## src/psc_params.svh

```systemverilog
// Constants for the pack status and configuration word block
`ifndef PSC_PARAMS_SVH
`define PSC_PARAMS_SVH
`define PSC_CMD_PACK_STATUS 8'h2F
`define PSC_CMD_CELL_A 8'h3C
`define PSC_CMD_CELL_B 8'h3D
`define PSC_CMD_CELL_C 8'h3E
`define PSC_CMD_CELL_D 8'h3F
`define PSC_FLASH_PACK_CFG_ADDR 8'h28
`define PSC_BIT_FE_FAIL 7
`define PSC_BIT_EDV_LOW 6
`define PSC_BIT_SEALED 5
`define PSC_BIT_DSG_QUAL 4
`define PSC_BIT_ZERO 3
`define PSC_BIT_SAFETY 2
`define PSC_BIT_SEC_OVER 1
`define PSC_BIT_SEC_UNDER 0
`define PSC_RESET_WORD 16'h0000
`define PSC_RESET_CFG 8'h00
`define PSC_RESET_BYTE 8'h00
`endif

```

## src/psc_pkg.sv

```systemverilog
// Types for the pack status and configuration word block
package psc_pkg;
    typedef enum logic [1:0] {
        PSC_LOAD_REQ,
        PSC_LOAD_WAIT,
        PSC_RUN
    } psc_load_type;
endpackage

```

## src/psc_status_word.sv

```systemverilog
// Pack status word, configuration mirror and per-cell voltage reads
`include "psc_params.svh"

// Summary of operation
// - Status low byte, configuration high byte
// - Configuration byte mirrors flash pack configuration
// - Fixed status layout, bit 3 zero
// - Bit 7 shows front-end integrity failure
// - Bit 6 shows voltage at/below threshold
// - Bit 5 shows sealed state
// - Bit 4 shows discharge qualifies for update
// - Bit 2 safety flag sticky until reset
// - Bit 1 follows live over-limit faults
// - Bit 0 follows live under-limit faults
// - Four cell voltage reads in millivolts
// - Flash read at reset, written only for history
// - Read-word answers with two data bytes
module psc_status_word
    import psc_pkg::*;
#(
    parameter int CELL_WIDTH = 16
) (
    // Clock and reset
    input wire logic clk,
    input wire logic srst,
    // Read-word command port from the bus engine
    input wire logic readStrobe,
    input wire logic [7:0] readCommand,
    output logic readValid,
    output logic [7:0] readLowByte,
    output logic [7:0] readHighByte,
    output logic readUnknown,
    // Configuration flash read port
    output logic flashReadReq,
    output logic [7:0] flashReadAddr,
    input wire logic flashReadDone,
    input wire logic [7:0] flashReadData,
    output logic configLoaded,
    // History save port; only path that writes the flash
    input wire logic historySave,
    output logic flashWriteEnable,
    // Live status sources
    input wire logic front_end_integrity_fail,
    input wire logic end_discharge_threshold_low,
    input wire logic sealedState,
    input wire logic discharge_qualified,
    input wire logic safety_limit_exceeded,
    input wire logic secondary_over_limit,
    input wire logic secondary_under_limit,
    // Calculated per-cell voltages in mV, cell a first
    input wire logic [CELL_WIDTH-1:0] per_cell_voltage_a,
    input wire logic [CELL_WIDTH-1:0] per_cell_voltage_b,
    input wire logic [CELL_WIDTH-1:0] per_cell_voltage_c,
    input wire logic [CELL_WIDTH-1:0] per_cell_voltage_d
);

    psc_load_type loadState;
    psc_load_type next_loadState;
    logic [7:0] packConfig;
    logic [7:0] next_packConfig;
    logic safetySticky;
    logic next_safetySticky;
    logic [15:0] answerWord;
    logic next_readValid;
    logic [7:0] next_readLowByte;
    logic [7:0] next_readHighByte;
    logic next_readUnknown;
    logic next_flashReadReq;
    logic next_configLoaded;
    logic next_flashWriteEnable;
    logic [7:0] next_flashReadAddr;
    logic [7:0] statusByte;

    // Zero-extend or trim a cell reading to the word width
    function automatic logic [15:0] cellWord(input logic [CELL_WIDTH-1:0] v);
        logic [15:0] w;
        w = '0;
        for (int i = 0; i < CELL_WIDTH && i < 16; i++) begin
            w[i] = v[i];
        end
        return w;
    endfunction

    // Assemble status byte from live sources and the sticky flag
    always_comb begin
        statusByte = 8'h00;
        statusByte[`PSC_BIT_FE_FAIL] = front_end_integrity_fail;
        statusByte[`PSC_BIT_EDV_LOW] = end_discharge_threshold_low;
        statusByte[`PSC_BIT_SEALED] = sealedState;
        statusByte[`PSC_BIT_DSG_QUAL] = discharge_qualified;
        statusByte[`PSC_BIT_ZERO] = 1'b0;
        statusByte[`PSC_BIT_SAFETY] = safetySticky | safety_limit_exceeded;
        statusByte[`PSC_BIT_SEC_OVER] = secondary_over_limit;
        statusByte[`PSC_BIT_SEC_UNDER] = secondary_under_limit;
    end

    // Configuration load from flash during reset sequence
    always_comb begin
        next_loadState = loadState;
        next_packConfig = packConfig;
        next_flashReadReq = 1'b0;
        next_configLoaded = configLoaded;
        unique case (loadState)
            PSC_LOAD_REQ: begin
                next_flashReadReq = 1'b1;
                next_loadState = PSC_LOAD_WAIT;
            end
            PSC_LOAD_WAIT: begin
                if (flashReadDone) begin
                    next_packConfig = flashReadData;
                    next_configLoaded = 1'b1;
                    next_loadState = PSC_RUN;
                end
            end
            PSC_RUN: begin
                next_loadState = PSC_RUN;
            end
        endcase
    end

    // Sticky safety flag: only reset clears it
    always_comb begin
        next_safetySticky = safetySticky | safety_limit_exceeded;
    end

    // Flash writes only accompany a history save
    always_comb begin
        next_flashWriteEnable = historySave && (loadState == PSC_RUN);
    end

    // Command decode; one registered snapshot per read keeps bytes coherent
    always_comb begin
        answerWord = 16'h0000;
        next_readUnknown = 1'b0;
        unique case (readCommand)
            `PSC_CMD_PACK_STATUS: answerWord = {packConfig, statusByte};
            `PSC_CMD_CELL_A: answerWord = cellWord(per_cell_voltage_a);
            `PSC_CMD_CELL_B: answerWord = cellWord(per_cell_voltage_b);
            `PSC_CMD_CELL_C: answerWord = cellWord(per_cell_voltage_c);
            `PSC_CMD_CELL_D: answerWord = cellWord(per_cell_voltage_d);
            default: next_readUnknown = readStrobe;
        endcase
        next_readValid = readStrobe;
        next_readLowByte = readLowByte;
        next_readHighByte = readHighByte;
        if (readStrobe) begin
            next_readLowByte = answerWord[7:0];
            next_readHighByte = answerWord[15:8];
        end
    end

    // Load sequence registers; a reset in mid-run restarts the flash read
    always_ff @(posedge clk) begin
        if (srst) begin
            loadState <= PSC_LOAD_REQ;
            packConfig <= `PSC_RESET_CFG;
            flashReadReq <= 1'b0;
            configLoaded <= 1'b0;
        end else begin
            loadState <= next_loadState;
            packConfig <= next_packConfig;
            flashReadReq <= next_flashReadReq;
            configLoaded <= next_configLoaded;
        end
    end

    // Sticky safety register; nothing but reset clears it
    always_ff @(posedge clk) begin
        if (srst) begin
            safetySticky <= 1'b0;
        end else begin
            safetySticky <= next_safetySticky;
        end
    end

    // Read answer registers; both bytes load at one edge
    always_ff @(posedge clk) begin
        if (srst) begin
            readValid <= 1'b0;
            readLowByte <= `PSC_RESET_BYTE;
            readHighByte <= `PSC_RESET_BYTE;
            readUnknown <= 1'b0;
        end else begin
            readValid <= next_readValid;
            readLowByte <= next_readLowByte;
            readHighByte <= next_readHighByte;
            readUnknown <= next_readUnknown;
        end
    end

    // Flash write enable register; held low through reset
    always_ff @(posedge clk) begin
        if (srst) begin
            flashWriteEnable <= 1'b0;
        end else begin
            flashWriteEnable <= next_flashWriteEnable;
        end
    end

    // Flash address is fixed: only the pack configuration byte is needed
    always_comb begin
        next_flashReadAddr = `PSC_FLASH_PACK_CFG_ADDR;
    end

    // Address register; no reset, settles at the first edge
    always_ff @(posedge clk) begin
        flashReadAddr <= next_flashReadAddr;
    end

endmodule

```

## config.mk

```make
export PLATFORM = sky130hd
export DESIGN_NAME = psc_status_word
export DESIGN_NICKNAME = d
export VERILOG_FILES = /design/src/psc_pkg.sv /design/src/psc_status_word.sv
export VERILOG_INCLUDE_DIRS = /design/src
export SDC_FILE = /design/constraint.sdc
export NUM_CORES = 1
export LEC_CHECK = 0
export ABC_CLOCK_PERIOD_IN_PS = 1350
export BUFFER_PORTS_ARGS = -buffer_cell sky130_fd_sc_hd__clkbuf_2
export CAP_MARGIN = 10
export CORE_MARGIN = 2
export CORE_UTILIZATION = 40
export DETAILED_ROUTE_END_ITERATION = 10
export PLACE_DENSITY = 0.85
export RECOVER_POWER = 25
export SLEW_MARGIN = 30
export SYNTH_ARGS = -nofsm -noshare
export SYNTH_HDL_FRONTEND = slang
export SYNTH_SLANG_ARGS = --single-unit
```

## constraint.sdc

```tcl
create_clock -name clk -period 1.35 [get_ports clk]
set_input_delay 0.2025 -clock clk [delete_from_list [all_inputs] [get_ports clk]]
set_output_delay 0.2025 -clock clk [all_outputs]
set_load 0.02 [all_outputs]
```

==> results.md, run 1 <==
* Dpl cells at 397
* Leak at 1.22 nW
* Cell Chain, Critical Path: or3_1 -> a32o_1 -> nand2_1 -> a311oi_2
* Post-route insts no fill at 405
* Post-CTS sizing at 0
* Post-DP HPWL at 4240 um
* Simple-gate share of the synthesized area at 19.0%
* Max-slew violations at 0
* Worst Setup End Kind: flop
* Hold slack at 113 ps
* Vias in the first global route at 1873
* WP data required at 1510 ps
* WS Path Type: reg -> reg
* Synth warn at 0
* Synth-to-Final Area Change at 33.4%
* GRT Util Overall at 18.1%
* Setup TNS at 0 ps
* Slowest CP cell: dfxtp_1
* Antenna Violating Nets Remaining at 0
* Final setup fails at 0
* Crit path DAT at 1320 ps
* Compound-Gate Fraction of Synth Area at 20.3%
* Setup Skew at 4.46 ps
* Area share of fa/ha/maj cells after synthesis at 1.83%
* Clock sink count at 32
* Dpl ws at -94.9 ps
* Drt drc at 0
* Max Fclk at 864 MHz
* Largest net degree at the start of global routing at 31
* Post-CTS Hold Fix Bufs at 0
* Mapped Avg Cell Area at 9.15 um2
* Die H at 75.6 um
* # Post-CTS Setup Buffers at 0
* Status: finished clean
* Cell Area, Synth at 2050 um2
* CP max stage delay at 310 ps
* Synth top area cells: dfxtp_1 31%, a311oi_2 8.8%, mux2_2 8.8%
* Sequential fraction of the synthesis area at 31.3%
* Synth Area in XOR/XNOR at 0%
* N_diodes at 0
* Cell Rows at 26
* Layout cell share with drive strength beyond 1 at 48.1%
* CTS clk-pin slew, worst paths at 70 ps
* Maxcap violations at 0
* RSZ-0062 raised after global routing: false
* Pwr dens at 975 nW/um2
* Hold Vio Cnt, Final at 0
* Worst slew pin tran at 758 ps
* Vias per cell at 4.94
* Total Nets Final at 429
* Worst-Skew Late Latency at 290 ps
* Longest Clk Path Bufs at 2
* I/O pin count at 121
* Initial DRC Count at 78
* Final period utilization at 85.7%
* Max-slew headroom at 49.5%
* Die Area at 5710 um2
* Synth Register Bits at 32
* Via count at 2001
* Initial antenna violation count at 0
* H-Tree Depth at 2
* Gr ovfl total at 0
* Worst vdd ir at 0.000613 V
* Final GP Congestion at 0.737
* Overall Power at 0.00266 W
* Kind of start point of the critical path: flop
* Type of the most critical hold path: in -> reg
* Mapped Cells at 224
* CTS root buf: clkbuf_8
* Area leader, netlist: dfxtp_1
* Layout fillers at 516
* First drt pass iteration count at 4
* Number of I/O port buffers at 112
* Synth top area share at 31.3%
* Chip width at 75.6 um
* Main combinational cell family by area after synthesis: compound AO/OA/AOI/OAI gates
* Global-route wire length before repair at 7820 um
* Fin crit period at 1160 ps
* Final setup margin at 193 ps
* CTS buffer count at 5
* Initial core utilization at 40.9%
* Final wirelength at 5320 um
* Mean routed wirelength per cell at 13.1 um
* Worst Path Max Fanout at 2
* Unique masters post-synth at 31
* Core area at 5010 um2
* Mux share of post-synthesis cell area at 17.5%
* TritonCTS clock tree: yes
cells in the mapped netlist:
cell type  instances
dfxtp_1           32
nand2_1           31
nor2_1            22
mux2_2            16
mux2_1            15
a22o_1            14
a311oi_2          12
buf_4             11
a21oi_1           10
nand2_2            9
nand3_1            9
clkbuf_1           7
buf_6              4
nor2b_1            4
a311oi_1           3
ha_1               3
a32o_1             2
and4_1             2
buf_1              2
buf_2              2
conb_1             2
inv_1              2
nand2b_1           2
a211oi_1           1
a31o_1             1
and2b_2            1
buf_12             1
mux2i_1            1
nor3b_1            1
nor3b_2            1
or3_1              1
cell families (layout without fill, tap and decap cells):
family | count (synthesis) | count (layout)
buffers and inverters | 29 | 134
AO/OA/AOI/OAI | 43 | 43
multiplexers | 32 | 32
flip-flops | 32 | 32
adder cells (fa/ha/maj) | 3 | 3
other | 2 | 8
AND/OR/NAND/NOR | 83 | 83
layout make-up:
class | instances | area (um2) | area share, %
multi-input cells | 169 | 1230 | 45.1
repair buffers | 124 | 673 | 24.6
flip-flops and latches | 32 | 641 | 23.4
well taps | 70 | 87.6 | 3.20
clock buffers | 6 | 82.6 | 3.02
clock inverters | 2 | 10.0 | 0.366
inverters | 2 | 7.51 | 0.275
placed cells by master, fill, tap and decap left out, types with 9 or more instances in the layout:
cell type | Yosys | final
nand2_2 | 9 | 9
mux2_2 | 16 | 16
nor2_1 | 22 | 22
dfxtp_1 | 32 | 32
a21oi_1 | 10 | 10
nand2_1 | 31 | 31
a22o_1 | 14 | 14
clkbuf_2 | 0 | 103
a311oi_2 | 12 | 12
nand3_1 | 9 | 9
mux2_1 | 15 | 15
clkbuf_1 | 7 | 10
power breakdown:
group | switching (W) | leakage (nW) | internal (W)
Sequential | 0.0000552 | 0.263 | 0.00105
Combinational | 0.000421 | 0.905 | 0.000374
Clock | 0.000358 | 0.0510 | 0.000406
Total | 0.000835 | 1.22 | 0.00183
final timing paths:
check	start	to	slack (ps)	depth (start not counted)
worst max-delay path	safetySticky	readLowByte[2]	190	4
worst min-delay path	historySave	flashWriteEnable	110	3
worst max register to register	safetySticky	readLowByte[2]	190	4
worst min register to register	packConfig[5]	packConfig[5]	450	2
per-layer routing:
| metal | global-route usage (%) | part of all wire, % | vias to the layer above |
|---|---|---|---|
| met2 | 31.8 | 49 | 76 |
| met5 | 0 | 0 | - |
| met1 | 19.7 | 41 | 903 |
| li1 | - | - | 1009 |
| met4 | 6.63 | 1.6 | 0 |
| met3 | 7.01 | 8.2 | 13 |
metrics by stage:
step / utilization [%] / cell area, um2
floorplan: - / 2070
global placement: 53.0 / 2660
detailed placement: 53.0 / 2660
CTS: 54.9 / 2750
global route: 54.6 / 2730
finish: 54.6 / 2730
registers in the layout (all words and copies together) (netlist names):
register / count
packConfig: 8
readLowByte: 8
readUnknown: 1
readValid: 1
readHighByte: 8
loadState: 2
flashReadReq: 1
safetySticky: 1
flashWriteEnable: 1
configLoaded: 1
worst max-delay path: cells and delay by family (launching register included):
family | cells | cell delay, ps
AND/OR/NAND/NOR | 2 | 380
flip-flops | 1 | 310
AO/OA/AOI/OAI | 2 | 350
Power figures use the tool's default switching activity.
==> run 2, diff against run 1 <==
--- a/config.mk
+++ b/config.mk
@@ -12,6 +12,7 @@
 export CORE_MARGIN = 2
 export CORE_UTILIZATION = 40
 export DETAILED_ROUTE_END_ITERATION = 10
+export MAX_ROUTING_LAYER = met4
 export PLACE_DENSITY = 0.85
 export RECOVER_POWER = 25
 export SLEW_MARGIN = 30
==> results.md, run 2 (same netlist as run 1, synthesis figures left out) <==
* Status: finished clean
* Max Fclk at 863 MHz (about the same)
* Post-CTS sizing at 0 (unchanged)
* DR WL met2 at 2650 um (+2.1%)
* Max-slew headroom at 49.9% (+0.40 points)
* Gr ovfl total at 0 (unchanged)
* Chip width at 75.6 um (unchanged)
* Max-slew violations at 0 (unchanged)
* Mean routed wirelength per cell at 13.1 um (-0.47%)
* Most frequent cells in the layout: 103 x clkbuf_2, 32 x dfxtp_1, 31 x nand2_1
* First drt pass iteration count at 5 (+1)
* GRT Util Overall at 18.7% (+0.61 points)
* Synth-to-Final Area Change at 33.4% (unchanged)
* CTS root buf: clkbuf_8
* Longest Clk Path Bufs at 2 (unchanged)
* Final GP Congestion at 0.746 (+1.2%)
* Pwr dens at 973 nW/um2 (-0.23%)
* Cell Rows at 26 (unchanged)
* Initial DRC Count at 71 (-9.0%)
* Met1 WL at 2240 um (+1.6%)
* Post-CTS Hold Fix Bufs at 0 (unchanged)
* Most common cell after layout, fill and taps aside: clkbuf_2
* Vias per cell at 4.93 (-0.15%)
* H-Tree Depth at 2 (unchanged)
* Final wirelength at 5290 um (-0.47%)
* Final core occ at 54.6% (unchanged)
* N_diodes at 0 (unchanged)
* Overall Power at 0.00266 W (-0.23%)
* Worst slew pin tran at 752 ps (-6.01 ps)
* Top layer in use: met4
* Final setup fails at 0 (unchanged)
* Drt drc at 0 (unchanged)
* Maxcap violations at 0 (unchanged)
* TritonCTS clock tree: yes
* Setup Skew at 3.99 ps (-0.470 ps)
* Largest net degree at the start of global routing at 31 (unchanged)
* CP delay by family, top: simple AND/OR/NAND/NOR gates
* RSZ-0062 raised after global routing: false
* Largest regs: packConfig (8), readHighByte (8), readLowByte (8)
* Clock sink count at 32 (unchanged)
* Number of I/O port buffers at 112 (unchanged)
* Antenna Violating Nets Remaining at 0 (unchanged)
* Met3 wire length at 375 um (-14%)
* Slowest CP cell: dfxtp_1
* Initial core utilization at 40.9% (unchanged)
* Crit path DAT at 1320 ps (about the same)
* Via count at 1998 (-0.15%)
* Global-route wire length before repair at 7850 um (+0.36%)
* Worst Path Max Fanout at 2 (unchanged)
* CTS clk-pin slew, worst paths at 70 ps (about the same)
* Worst-Skew Late Latency at 280 ps (about the same)
* Worst Setup End Kind: flop
* Final period utilization at 85.8% (about the same)
* Final instance area at 2730 um2 (unchanged)
* Cell Chain, Critical Path: or3_1 -> a32o_1 -> nand2_1 -> a311oi_2
* Total Nets Final at 429 (unchanged)
* Worst vdd ir at 0.000614 V (about the same)
* WS Path Type: reg -> reg
* Kind of start point of the critical path: flop
* Post-DP HPWL at 4240 um (unchanged)
* Type of the most critical hold path: in -> reg
* I/O pin count at 121 (unchanged)
* Crit path buffers/inverters at 0 (unchanged)
* Vias in the first global route at 1864 (-0.48%)
* # Post-CTS Setup Buffers at 0 (unchanged)
* Die H at 75.6 um (unchanged)
* Hold Vio Cnt, Final at 0 (unchanged)
* Placed instance area at 2660 um2 (unchanged)
* CP max stage delay at 310 ps (about the same)
* Layout cell share with drive strength beyond 1 at 48.1% (unchanged)
* WP data required at 1510 ps (about the same)
* Hold slack at 119 ps (+5.87 ps)
* CTS buffer count at 5 (unchanged)
* Leak at 1.22 nW (unchanged)
* Core area at 5010 um2 (unchanged)
* Fin crit period at 1160 ps (+0.894 ps)
* Initial antenna violation count at 0 (unchanged)
* Die Area at 5710 um2 (unchanged)
[run 2: cell counts in the layout (fill, tap and decap cells not counted)]
Identical to the previous run, type by type.
[run 2: worst register-to-register path, delay by kind of cell, from the launching register on]
family	cells	cell delay, ps
and+or+nand+nor	2	380
DFF	1	310
AOI/OAI and AO/OA	2	350
[run 2: final timing paths]
path,start,end,slack [ps],cells past startpoint
hold reg to reg,packConfig[5],packConfig[5],450,2
setup reg to reg,safetySticky,readLowByte[2],190,4
setup / recovery,safetySticky,readLowByte[2],190,4
hold / removal,historySave,flashWriteEnable,120,3
[run 2: area by class of cell]
type | instances | area, um2
inverter | 2 | 7.51
sequential | 32 | 641
fill | 516 | 2280
multi-input combinational | 169 | 1230
tap | 70 | 87.6
timing repair buffer | 124 | 673
clock inverter | 2 | 10.0
clock buffer | 6 | 82.6
[run 2: power breakdown]
part / internal, W / switching (W) / total [W]
Sequential: 0.00105 / 0.0000552 / 0.00111
Combinational: 0.000374 / 0.000421 / 0.000795
Clock: 0.000406 / 0.000352 / 0.000758
[run 2: per-layer routing]
layer	up-vias	GRT usage, %
met5	-	-
met4	0	6.24
met3	4	6.75
met2	71	32.0
met1	915	20.0
li1	1008	-
[run 2: per-stage QoR]
stage               TNS [ps]  worst slack [ps]  instances
floorplan                  0              79.0        230
global placement        -409             -37.1        397
detailed placement     -1100             -94.9        397
CTS                        0               179        405
global route               0              25.8        405
finish                     0               192        405
